**config.mk**
```make
export PLATFORM = sky130hd
export DESIGN_NAME = dswt_top
export DESIGN_NICKNAME = d
export VERILOG_FILES = /design/src/rtl/dswt_pkg.sv /design/src/rtl/dswt_tmr_if.sv /design/src/rtl/dswt_sync.sv /design/src/rtl/dswt_cnt.sv /design/src/rtl/dswt_top.sv
export VERILOG_INCLUDE_DIRS = /design/src /design/src/rtl
export SDC_FILE = /design/constraint.sdc
export NUM_CORES = 1
export LEC_CHECK = 0
export BUFFER_PORTS_ARGS = -buffer_cell sky130_fd_sc_hd__buf_2
export CELL_PAD_IN_SITES_DETAIL_PLACEMENT = 0
export CELL_PAD_IN_SITES_GLOBAL_PLACEMENT = 1
export CORE_MARGIN = 2
export CORE_UTILIZATION = 52
export CTS_CLUSTER_SIZE = 10
export DETAILED_ROUTE_END_ITERATION = 16
export GPL_TIMING_DRIVEN = 1
export PLACE_DENSITY = 0.89
export SLEW_MARGIN = 20
export SYNTH_ARGS = -nofsm -noshare
export SYNTH_HDL_FRONTEND = slang
export SYNTH_SLANG_ARGS = --single-unit
```
**constraint.sdc**
```tcl
create_clock -name i_ref_clk -period 6 [get_ports i_ref_clk]
set_input_delay 0.9 -clock i_ref_clk [delete_from_list [all_inputs] [get_ports i_ref_clk]]
set_output_delay 0.9 -clock i_ref_clk [all_outputs]
set_load 0.03 [all_outputs]
```
**src/rtl/dswt_regs.svh**
```systemverilog
`ifndef DSWT_REGS_SVH
`define DSWT_REGS_SVH

// ----------------------------------------------------------------
// widths
// ----------------------------------------------------------------
`define DSWT_NTMR           2
`define DSWT_CNT_W          41
`define DSWT_NARROW_W       32
`define DSWT_HI_W           9
`define DSWT_ADDR_W         6
`define DSWT_DATA_W         32
`define DSWT_WIN_W          16

// ----------------------------------------------------------------
// register offsets (byte addresses)
// ----------------------------------------------------------------
`define DSWT_OFF_CMD        6'h00
`define DSWT_OFF_LOAD_LO    6'h04
`define DSWT_OFF_LOAD_HI    6'h08
`define DSWT_OFF_IE         6'h0C
`define DSWT_OFF_CNT0_LO    6'h10
`define DSWT_OFF_CNT0_HI    6'h14
`define DSWT_OFF_CNT1_LO    6'h18
`define DSWT_OFF_CNT1_HI    6'h1C
`define DSWT_OFF_ACTIVE     6'h20
`define DSWT_OFF_FIRED      6'h24
`define DSWT_OFF_CAL_CTRL   6'h28
`define DSWT_OFF_CAL_STAT   6'h2C
`define DSWT_OFF_CAL_RES    6'h30

// ----------------------------------------------------------------
// fields
// ----------------------------------------------------------------
`define DSWT_CMD_START_BIT   0
`define DSWT_CMD_STOP_BIT   1
`define DSWT_CMD_IESET_BIT  2
`define DSWT_CMD_ID_BIT     4
`define DSWT_CMD_WIDE_BIT   8
`define DSWT_CMD_IEVAL_BIT  12
`define DSWT_CAL_BASIC_BIT  16
`define DSWT_STAT_BUSY_BIT  0
`define DSWT_STAT_DONE_BIT  1
`define DSWT_WAKE_TIMER_ZERO_ID  1'h0
`define DSWT_WAKE_TIMER_ONE_ID   1'h1
`define DSWT_TIMER_ZERO_STATUS_BIT 0
`define DSWT_TIMER_ONE_STATUS_BIT  1

// ----------------------------------------------------------------
// values
// ----------------------------------------------------------------
`define DSWT_CAL_BASIC_TICKS 16'h0014
`define DSWT_RST_IE         2'h0
`define DSWT_RST_FIRED      2'h0
`define DSWT_CNT_ONE        41'h000_0000_0001
`define DSWT_CNT_MAX_WIDE   41'h1FF_FFFF_FFFF
`define DSWT_CNT_MAX_NARROW 41'h000_FFFF_FFFF

`endif

```
**src/rtl/dswt_pkg.sv**
```systemverilog
`include "dswt_regs.svh"

package dswt_pkg;

   typedef enum logic [2:0] {
      CAL_IDLE = 3'b001,
      CAL_ARM  = 3'b010,
      CAL_RUN  = 3'b100
   } dswt_cal_st_t;

   typedef struct packed {
      logic s1;
      logic s2;
      logic s3;
      logic lvl;
      logic rise;
   } dswt_sync_st_t;

   typedef struct packed {
      logic [`DSWT_CNT_W-1:0] cnt;
      logic                   active;
      logic                   wide;
      logic                   ie;
      logic                   fire;
      logic                   irq;
   } dswt_cnt_st_t;

   typedef struct packed {
      logic [`DSWT_DATA_W-1:0]                rdata;
      logic [`DSWT_CNT_W-1:0]                 load;
      logic [`DSWT_NTMR-1:0]                  ie_cfg;
      logic [`DSWT_NTMR-1:0]                  fired;
      logic [`DSWT_NTMR-1:0][`DSWT_HI_W-1:0]  hi_snap;
      dswt_cal_st_t                           cal;
      logic [`DSWT_WIN_W-1:0]                 cal_win;
      logic [`DSWT_DATA_W-1:0]                cal_cnt;
      logic [`DSWT_DATA_W-1:0]                cal_res;
      logic                                   cal_done;
      logic                                   wake;
   } dswt_top_st_t;

endpackage

```
**src/rtl/dswt_tmr_if.sv**
```systemverilog
`include "dswt_regs.svh"

interface dswt_tmr_if;
   logic                   start;
   logic                   stop;
   logic [`DSWT_CNT_W-1:0] load;
   logic                   wide;
   logic                   ie;
   logic                   tick;
   logic [`DSWT_CNT_W-1:0] count;
   logic                   active;
   logic                   fire;
   logic                   irq;

   modport ctl (
      output start, stop, load, wide, ie, tick,
      input  count, active, fire, irq
   );
   modport tmr (
      input  start, stop, load, wide, ie, tick,
      output count, active, fire, irq
   );
endinterface

```
**src/rtl/dswt_sync.sv**
```systemverilog
module dswt_sync (
   input  wire logic i_ref_clk,
   input  wire logic i_arst_n,
   input  wire logic i_pin,
   output logic      o_rise
);

   dswt_pkg::dswt_sync_st_t q;
   dswt_pkg::dswt_sync_st_t d;

   // ----------------------------------------------------------------
   // three stage sampler, level accepted when stages two and three agree
   // ----------------------------------------------------------------
   always_comb begin
      d      = q;
      d.s1   = i_pin;
      d.s2   = q.s1;
      d.s3   = q.s2;
      d.rise = 1'b0;
      if (q.s2 == q.s3) begin
         d.lvl  = q.s3;
         d.rise = q.s3 & ~q.lvl;
      end
   end

   always_ff @(posedge i_ref_clk or negedge i_arst_n) begin
      if (!i_arst_n) begin
         q <= '0;
      end else begin
         q <= d;
      end
   end

   assign o_rise = q.rise;

endmodule

```
**src/rtl/dswt_cnt.sv**
```systemverilog
`include "dswt_regs.svh"

module dswt_cnt (
   input  wire logic i_ref_clk,
   input  wire logic i_arst_n,
   dswt_tmr_if.tmr   io_tmr
);

   dswt_pkg::dswt_cnt_st_t q;
   dswt_pkg::dswt_cnt_st_t d;

   // ----------------------------------------------------------------
   // down-counter with wrap
   // ----------------------------------------------------------------
   always_comb begin
      d      = q;
      d.fire = 1'b0;
      d.irq  = 1'b0;
      if (io_tmr.start) begin
         d.active = 1'b1;
         d.wide   = io_tmr.wide;
         d.ie     = io_tmr.ie;
         d.cnt    = io_tmr.wide ? io_tmr.load
                    : {9'h000, io_tmr.load[`DSWT_NARROW_W-1:0]};
      end else if (io_tmr.stop) begin
         d.active = 1'b0;
      end else if (q.active && io_tmr.tick) begin
         if (q.cnt == `DSWT_CNT_ONE) begin
            d.fire = 1'b1;
            d.irq  = q.ie;
            d.cnt  = q.wide ? `DSWT_CNT_MAX_WIDE
                     : `DSWT_CNT_MAX_NARROW;
         end else begin
            d.cnt = q.wide ? q.cnt - `DSWT_CNT_ONE
                    : {9'h000, q.cnt[`DSWT_NARROW_W-1:0] - 32'h0000_0001};
         end
      end
   end

   always_ff @(posedge i_ref_clk or negedge i_arst_n) begin
      if (!i_arst_n) begin
         q <= '0;
      end else begin
         q <= d;
      end
   end

   assign io_tmr.count  = q.cnt;
   assign io_tmr.active = q.active;
   assign io_tmr.fire   = q.fire;
   assign io_tmr.irq    = q.irq;

endmodule

```
**src/rtl/dswt_top.sv**
```systemverilog
// What this block does
// - two wake timers, chosen by identifier
// - each counter is 41 bits wide
// - start loads value, decrements per slow tick
// - value counts slow clock periods
// - at zero: fire, wrap to all ones, continue
// - wide start enables upper nine bits
// - reading count leaves counter undisturbed
// - stop halts count, raises no interrupt
// - interrupt enable set before start; stop keeps it
// - enabled expiry wakes device, disabled does not
// - active bitmap, one bit per timer
// - active stays set across wrap until stop
// - fired bitmap set on zero, cleared on read
// - basic calibration: timer 0, twenty slow ticks
// - basic result 10000 at nominal slow clock
// - enhanced calibration over chosen tick window
//
// Design decisions made here: the placing of the registers and strobed register access.
`include "dswt_regs.svh"

module dswt_top (
   input  wire logic                    i_ref_clk,
   input  wire logic                    i_arst_n,
   input  wire logic                    i_slow_clk,
   input  wire logic                    i_per_clk,
   input  wire logic [`DSWT_ADDR_W-1:0] i_addr,
   input  wire logic [`DSWT_DATA_W-1:0] i_wdata,
   input  wire logic                    i_wr,
   input  wire logic                    i_rd,
   output logic      [`DSWT_DATA_W-1:0] o_rdata,
   output logic                         o_wake
);

   dswt_pkg::dswt_top_st_t q;
   dswt_pkg::dswt_top_st_t d;

   logic                                 slow_tick;
   logic                                 per_tick;
   logic [`DSWT_NTMR-1:0]                start_v;
   logic [`DSWT_NTMR-1:0]                stop_v;
   logic [`DSWT_NTMR-1:0]                wide_v;
   logic [`DSWT_NTMR-1:0]                ie_v;
   logic [`DSWT_NTMR-1:0][`DSWT_CNT_W-1:0] load_v;
   logic [`DSWT_NTMR-1:0][`DSWT_CNT_W-1:0] cnt_v;
   logic [`DSWT_NTMR-1:0]                active_v;
   logic [`DSWT_NTMR-1:0]                fire_v;
   logic [`DSWT_NTMR-1:0]                irq_v;
   logic [`DSWT_NTMR-1:0]                cal_mask;
   logic                                 cmd_id;
   logic                                 cmd_blocked;
   logic                                 cmd_wr;

   // ----------------------------------------------------------------
   // pin samplers
   // ----------------------------------------------------------------
   dswt_sync u_slow_sync (
      .i_ref_clk (i_ref_clk),
      .i_arst_n  (i_arst_n),
      .i_pin     (i_slow_clk),
      .o_rise    (slow_tick)
   );

   dswt_sync u_per_sync (
      .i_ref_clk (i_ref_clk),
      .i_arst_n  (i_arst_n),
      .i_pin     (i_per_clk),
      .o_rise    (per_tick)
   );

   // ----------------------------------------------------------------
   // timers
   // ----------------------------------------------------------------
   genvar g;
   generate
      for (g = 0; g < `DSWT_NTMR; g = g + 1) begin : g_tmr
         dswt_tmr_if u_if ();
         assign u_if.start  = start_v[g];
         assign u_if.stop   = stop_v[g];
         assign u_if.load   = load_v[g];
         assign u_if.wide   = wide_v[g];
         assign u_if.ie     = ie_v[g];
         assign u_if.tick   = slow_tick;
         assign cnt_v[g]    = u_if.count;
         assign active_v[g] = u_if.active;
         assign fire_v[g]   = u_if.fire;
         assign irq_v[g]    = u_if.irq;
         dswt_cnt u_cnt (
            .i_ref_clk (i_ref_clk),
            .i_arst_n  (i_arst_n),
            .io_tmr    (u_if.tmr)
         );
      end
   endgenerate

   // ----------------------------------------------------------------
   // command decode
   // ----------------------------------------------------------------
   always_comb begin
      cmd_wr      = i_wr && (i_addr == `DSWT_OFF_CMD);
      cmd_id      = i_wdata[`DSWT_CMD_ID_BIT];
      cmd_blocked = (cmd_id == `DSWT_WAKE_TIMER_ZERO_ID)
                    && (q.cal != dswt_pkg::CAL_IDLE);
      cal_mask    = '0;
      cal_mask[`DSWT_TIMER_ZERO_STATUS_BIT] = (q.cal != dswt_pkg::CAL_IDLE);
      for (int i = 0; i < `DSWT_NTMR; i++) begin
         start_v[i] = cmd_wr && !cmd_blocked && (cmd_id == i[0])
                      && i_wdata[`DSWT_CMD_START_BIT];
         stop_v[i]  = cmd_wr && !cmd_blocked && (cmd_id == i[0])
                      && (i_wdata[`DSWT_CMD_STOP_BIT]
                          || i_wdata[`DSWT_CMD_IESET_BIT]);
         wide_v[i]  = i_wdata[`DSWT_CMD_WIDE_BIT];
         ie_v[i]    = q.ie_cfg[i];
         load_v[i]  = q.load;
      end
      // calibration owns timer 0 and starts it on a slow edge
      if (q.cal == dswt_pkg::CAL_ARM) begin
         start_v[0] = slow_tick;
         stop_v[0]  = 1'b0;
         wide_v[0]  = 1'b0;
         ie_v[0]    = 1'b0;
         load_v[0]  = {25'h000_0000, q.cal_win};
      end
      if (q.cal == dswt_pkg::CAL_RUN) begin
         start_v[0] = 1'b0;
         stop_v[0]  = fire_v[0];
      end
   end

   // ----------------------------------------------------------------
   // state update
   // ----------------------------------------------------------------
   always_comb begin
      d       = q;
      d.rdata = '0;
      d.wake  = |(irq_v & ~cal_mask);

      // fired bitmap: a set in the read cycle wins
      if (i_rd && (i_addr == `DSWT_OFF_FIRED)) begin
         d.fired = '0;
      end
      d.fired = d.fired | (fire_v & ~cal_mask);

      if (i_wr) begin
         unique case (i_addr)
            `DSWT_OFF_LOAD_LO: begin
               d.load[`DSWT_NARROW_W-1:0] = i_wdata;
            end
            `DSWT_OFF_LOAD_HI: begin
               d.load[`DSWT_CNT_W-1:`DSWT_NARROW_W] =
                  i_wdata[`DSWT_HI_W-1:0];
            end
            `DSWT_OFF_CMD: begin
               if (!cmd_blocked && i_wdata[`DSWT_CMD_IESET_BIT]) begin
                  d.ie_cfg[cmd_id] = i_wdata[`DSWT_CMD_IEVAL_BIT];
               end
            end
            `DSWT_OFF_CAL_CTRL: begin
               d.cal      = dswt_pkg::CAL_ARM;
               d.cal_cnt  = '0;
               d.cal_done = 1'b0;
               d.cal_win  = i_wdata[`DSWT_CAL_BASIC_BIT]
                            ? `DSWT_CAL_BASIC_TICKS
                            : i_wdata[`DSWT_WIN_W-1:0];
            end
            default: begin
            end
         endcase
      end

      // calibration sequence
      unique case (q.cal)
         dswt_pkg::CAL_IDLE: begin
         end
         dswt_pkg::CAL_ARM: begin
            if (slow_tick) begin
               d.cal = dswt_pkg::CAL_RUN;
            end
         end
         dswt_pkg::CAL_RUN: begin
            if (per_tick) begin
               d.cal_cnt = q.cal_cnt + 32'h0000_0001;
            end
            if (fire_v[0]) begin
               d.cal      = dswt_pkg::CAL_IDLE;
               d.cal_done = 1'b1;
               d.cal_res  = per_tick ? q.cal_cnt + 32'h0000_0001
                            : q.cal_cnt;
            end
         end
      endcase

      // register reads, answer in the next cycle
      if (i_rd) begin
         unique case (i_addr)
            `DSWT_OFF_LOAD_LO: d.rdata = q.load[`DSWT_NARROW_W-1:0];
            `DSWT_OFF_LOAD_HI: d.rdata = {23'h00_0000,
                                   q.load[`DSWT_CNT_W-1:`DSWT_NARROW_W]};
            `DSWT_OFF_IE:      d.rdata = {30'h0000_0000, q.ie_cfg};
            `DSWT_OFF_CNT0_LO: begin
               d.rdata      = cnt_v[0][`DSWT_NARROW_W-1:0];
               d.hi_snap[0] = cnt_v[0][`DSWT_CNT_W-1:`DSWT_NARROW_W];
            end
            `DSWT_OFF_CNT0_HI: d.rdata = {23'h00_0000, q.hi_snap[0]};
            `DSWT_OFF_CNT1_LO: begin
               d.rdata      = cnt_v[1][`DSWT_NARROW_W-1:0];
               d.hi_snap[1] = cnt_v[1][`DSWT_CNT_W-1:`DSWT_NARROW_W];
            end
            `DSWT_OFF_CNT1_HI: d.rdata = {23'h00_0000, q.hi_snap[1]};
            `DSWT_OFF_ACTIVE:  d.rdata = {30'h0000_0000, active_v};
            `DSWT_OFF_FIRED:   d.rdata = {30'h0000_0000, q.fired};
            `DSWT_OFF_CAL_STAT: begin
               d.rdata = '0;
               d.rdata[`DSWT_STAT_BUSY_BIT] = (q.cal != dswt_pkg::CAL_IDLE);
               d.rdata[`DSWT_STAT_DONE_BIT] = q.cal_done;
            end
            `DSWT_OFF_CAL_RES: d.rdata = q.cal_res;
            default:           d.rdata = '0;
         endcase
      end
   end

   always_ff @(posedge i_ref_clk or negedge i_arst_n) begin
      if (!i_arst_n) begin
         q        <= '0;
         q.cal    <= dswt_pkg::CAL_IDLE;
         q.ie_cfg <= `DSWT_RST_IE;
         q.fired  <= `DSWT_RST_FIRED;
      end else begin
         q <= d;
      end
   end

   assign o_rdata = q.rdata;
   assign o_wake  = q.wake;

endmodule

```
# After elaboration in Yosys (flattened, before gate mapping)
# Cells that the tools add are included.
[totals] regBits=282 out_inout_bits=33
[op_classes] addsub=5 n_lt_le_gt_ge=2 eq_ne=21 mux=51 bitwise=9 reduce_logical=31
[ops] op="41-bit two-way mux" n=13
[ops] op="32-bit one-hot mux with 11 select lines" n=1
[ops] op="51-bit two-way mux" n=2
[ops] op="32-bit two-way mux" n=3
[ops] op="42-bit two-way mux" n=2
[ops] op="41-bit by 1-bit equality test with 1-bit output (second input constant)" n=2
[ops] op="41-bit by 1-bit subtractor with 41-bit output (second input constant)" n=2
[ops] op="65-bit two-way mux" n=1
[ops] op="32-bit by 1-bit subtractor with 32-bit output (second input constant)" n=2
[ops] op="33-bit two-way mux" n=1
[ops] op="32-bit by 1-bit adder with 32-bit output (second input constant)" n=1
[ops] op="6-bit equality test (second input constant)" n=5
[ops] op="6-bit by 5-bit equality test with 1-bit output (second input constant)" n=4
[ops] op="2-bit two-way mux" n=9
[ops] op="16-bit two-way mux" n=1
[ops] op="2-bit AND reduction" n=8
[ops] op="1-bit logical AND" n=14
[ops] op="1-bit two-way mux" n=13
[ops] op="6-bit by 4-bit equality test with 1-bit output (second input constant)" n=2
[ops] op="2-bit nonzero test" n=4
[ops] op="6-bit by 3-bit equality test with 1-bit output (second input constant)" n=1
[ops] op="6-bit zero test" n=1
[ops] op="3-bit two-way mux" n=2
[ops] op="3-bit one-hot mux with 2 select lines" n=1
[ops] op="other kinds (18)" n=24

# Longest topological paths before layout
[depth] word_depth=10 depth_mapped=10

# Cells and area by module
# A second synthesis with hierarchy kept.
[unflattened] cells_unflattened=1839 hier_area_um2=16648.5
[by_module_without_submodules] module="dswt_top" instances=1 cells_per_inst=917 area_per_inst_um2=9216.3 seq_area_each_um2=4505.6
[by_module_without_submodules] module="dswt_cnt" instances=2 cells_per_inst=454 area_per_inst_um2=3569.7 seq_area_each_um2=1151.1
[by_module_without_submodules] module="dswt_sync" instances=2 cells_per_inst=7 area_per_inst_um2=146.4 seq_area_each_um2=125.1

# Worst setup path after synthesis
# OpenSTA, ideal clock, no wires.
[synth_timing] path_type="input -> register" start="in i_addr[2]" end="reg g_tmr[0].u_cnt.q, in the netlist g_tmr[0].u_cnt.io_tmr.count[33]" setup_time_ps=83 arrival_ps=3079 required_ps=5917 path_slack_ps=2837 path_stages=10 path_buffers=4 path_cell_list="clkbuf_1 > or4_1 > or4_1 > clkbuf_1 > and2_1 > buf_6 > buf_2 > nor2_1 > a32oi_1 > o21ai_0"
[synth_between] elab_chain_len=9 elab_cells_between_ends=14 classes_between="1 x eq/ne; 5 x mux; 8 x reduce/logical"
[synth_rtl] element="start, declared" line="dswt_top.sv:27" source="input wire logic [`DSWT_ADDR_W-1:0] i_addr,"
[synth_rtl] element="6-bit zero test *"
[synth_rtl] element="1-bit logical AND *" line="dswt_top.sv:100" source="cmd_wr = i_wr && (i_addr == `DSWT_OFF_CMD);"
[synth_rtl] element="1-bit logical AND * (2 in a row)" line="dswt_top.sv:107, dswt_top.sv:109"
[synth_rtl] element="1-bit logical AND, on equally long branches" line="dswt_top.sv:109, dswt_top.sv:107"
[synth_rtl] element="1-bit two-way mux" line="dswt_top.sv:117" source="if (q.cal == dswt_pkg::CAL_ARM) begin"
[synth_rtl] element="1-bit two-way mux" line="dswt_top.sv:124" source="if (q.cal == dswt_pkg::CAL_RUN) begin"
[synth_rtl] element="2-bit by 1-bit != test with 1-bit output (no source line) / 2-bit nonzero test (equally long branches)"
[synth_rtl] element="2-bit AND reduction (no source line)"
[synth_rtl] element="end signal, assigned" line="dswt_cnt.sv:42" source="q <= '0;"
[synth_rtl] element="end signal, assigned" line="dswt_cnt.sv:44" source="q <= d;"
[synth_rtl] element="end, declared" line="dswt_cnt.sv:9" source="dswt_pkg::dswt_cnt_st_t q;"
# Every way passes the cells marked *; elsewhere a longest branch is shown, timed or not.
# A chain may end at the register's enable or synchronous reset.

# Worst setup path after layout
[layout_timing] start="in i_addr[4]" end="reg g_tmr[0].u_cnt.q, in the netlist g_tmr[0].u_cnt.io_tmr.count[3]"
# The elaborated chain is that of the path after synthesis.

==> impl_metrics.ini <==
[synthesis]
synth_top_area_share = 0.463
ys_async_sr_fraction = 1.00
avgSynthCellArea_um2 = 9.16
ys_top_cells_by_area = dfrtp_1 (46%), nand2_1 (5.9%), o21ai_0 (4.9%)
synth_top_area_cell = dfrtp_1
yosysSeqAreaShare = 0.464
syn_inst = 1660
synth_edf_count = 0
ys_seq_elements = 282
yosys_warnings = 0
syn_area_um2 = 15200
synth_cell_types = 80
synth_flop_cell = dfrtp_1
synth_fp_nets = 1709

[timing]
setup_viol = 0
min_period_over_period = 0.609
slew_headroom = 0.233
fin_tns_setup_ps = 0
clock_skew_ps = 19.8
min_period_ps = 3650
rsz0062_at_grt = false
worst_pin_slew_ps = 1140
drv_slew = 0
report.final.hold_viol_count = 0
fmax_ghz = 0.274

[worst_setup_path]
critPathTopFamily = simple AND/OR/NAND/NOR gates
crit_buf_inv = 3
crit_arrival_ps = 4100
crit_top_cell = buf_4
cp-start-kind = input port
cp_cell_sequence = buf_2, nor3b_1, and4_1, buf_4, a21o_1, buf_4, nor2_1, a32o_1, a21oi_1
crit_fanout = 23
worstSetupEndpointType = flop
cp.required_ps = 6440
critPathKind = in -> reg
slowest_stage = nor3b_1
critPathMaxStageDelay_ps = 860

[layout]
final_common_cell = dfrtp_1
drive_above_1_share = 0.147
fin_nets = 1691
fill_cells = 2566
final_cell_mix = dfrtp_1 (281), nand2_1 (238), o21ai_0 (150)
layout.cells.non_filler = 2039
area_growth_pct = 8.91
antennaDiodeCount = 0
finish.utilization = 0.575

[run]
max_cap_viol_count = 0

[routing]
dr_total_vias = 13400
wl_per_cell_um = 22.8
drtIter0Drc = 1812
ant_nets = 0
firstDrtPassIters = 9
vias_per_cell = 6.58
post-route-drc-count = 0
drt_wl_total_mm = 46.6

[global_routing]
grt_max_degree = 124
grt_overflow = 0
track_usage = 0.305
grt_pass1_wl_mm = 73.3
grt_pass1_vias = 12700
grt_antenna_before_repair = 0

[placement]
io_buffers = 76
dp_hpwl_mm = 31.9
dp_cells = 1989
place_congestion = 0.936

[cts]
cts-buffers-inserted = 35
cts.sinks = 282
clock_path_buffers = 3
cts_root_buffer = clkbuf_16
ctsResizeCount = 0
ctsHoldBuffers = 0
clk_latency_ps = 520
postCtsSetupRepairBufs = 0
clk_pin_slew_ps = 60
cts_tree = built
htree_levels = 2

[pwr]
powerDensity_nw_per_um2 = 329
peakVddDrop_mv = 0.196
p_leak_nw = 6.94

[min_path]
hold_path.class = reg -> reg

[floorplanning]
die-area_um2 = 30600
die_w_um = 175
pin_count = 77
die_h_um = 175
rows = 62
core_area_um2 = 28800
start_util = 0.528

[status]
outcome = finished clean
[final cells by class]
class / instances / area (µm²) / share of cell area
multi-input cells: 1207 / 7390 / 0.446
flip-flops and latches: 282 / 7060 / 0.426
clock buffers: 47 / 962 / 0.0581
repair buffers: 98 / 568 / 0.0343
well taps: 384 / 480 / 0.0290
inverters: 18 / 67.6 / 0.00408
clock inverters: 3 / 32.5 / 0.00197
[worst register-to-register path, delay by kind of cell (launching register included)]
kind | cells | cell delay [ps]
DFF | 1 | 430
AOI/OAI and AO/OA | 2 | 390
and+or+nand+nor | 4 | 2690
[sequential cells by signal, summed over array words and instances (netlist names)]
signal                     count
u_per_sync.d                   2
o_rdata                       32
g_tmr.u_cnt.io_tmr.irq         2
u_slow_sync.d                  2
g_tmr.u_cnt.io_tmr.active      2
q                            105
g_tmr.u_if.ie                  1
u_slow_sync.o_rise             1
g_tmr.u_cnt.q                  4
o_wake                         1
g_tmr.u_cnt.io_tmr.fire        2
g_tmr.u_if.load               41
u_slow_sync.q                  2
u_per_sync.o_rise              1
g_tmr.u_cnt.io_tmr.count      82
u_per_sync.q                   2
[layer usage]
layer	GRT usage	share of wire	vias up
li1	-	-	6045
met1	0.452	0.43	6601
met2	0.463	0.45	682
met3	0.0424	0.093	92
met4	0.0983	0.029	0
met5	0	0	-
[cells by family (layout without fill, tap and decap cells)]
group / count (synthesis) / after routing / synth area share
mux: 76 / 76 / 0.0552
buf+inv: 171 / 166 / 0.0529
flops: 282 / 282 / 0.464
simple gates: 628 / 628 / 0.208
compound gates: 455 / 455 / 0.191
fa+ha+maj: 7 / 7 / 0.00543
xor+xnor: 41 / 41 / 0.0236
[synthesized netlist by cell type, types with 9 or more instances]
cell type	number
nor3_1	43
a222oi_1	32
o31ai_1	16
nor4_1	26
nor2_1	84
or3_1	17
and3_1	19
xor2_1	28
or4_1	21
and2_1	13
mux2i_1	14
a211oi_1	9
inv_1	18
buf_4	32
dfrtp_1	281
a31oi_1	26
buf_2	10
a22oi_1	15
o22ai_1	17
nand3_1	64
clkbuf_1	99
o21ai_0	150
nor3b_1	9
mux2_2	62
nand4_1	26
o21ai_1	10
a32oi_1	10
a21oi_1	97
nand2_1	239
xnor2_1	13
nand3b_1	17
[final timing paths]
kind / end / depth (start not counted) / slack [ps] / startpoint
setup / recovery: g_tmr[0].u_cnt.io_tmr.count[3] / 9 / 2350 / i_addr[4]
hold / removal: u_per_sync.d[2] / 0 / 350 / u_per_sync.d[3]
setup reg to reg: g_tmr[1].u_cnt.io_tmr.count[37] / 6 / 2410 / g_tmr[1].u_cnt.io_tmr.count[28]
hold reg to reg: u_per_sync.d[2] / 0 / 350 / u_per_sync.d[3]
max in group asynchronous: o_rdata[27] / 2 / 4220 / i_arst_n
min in group asynchronous: q[94] / 1 / 400 / i_arst_n
[where the power goes]
part / switching [mW] / internal [mW] / leakage (nW)
Sequential: 0.372 / 2.12 / 3.69
Combinational: 0.644 / 0.400 / 2.77
Clock: 0.801 / 1.11 / 0.480
[per-stage QoR]
step           total power [mW]  area, µm²  setup slack [ps]  hold WS (ps)
2_1_floorplan              3.15      15200              2840           331
3_3_place_gp               3.50      15600              2070           336
3_5_place_dp               3.53      15600              1960           338
4_1_cts                    5.45      16500              2500           351
5_1_grt                    5.70      16600              2250           362
6_report                   5.45      16600              2350           346
Power figures use the tool's default switching activity.
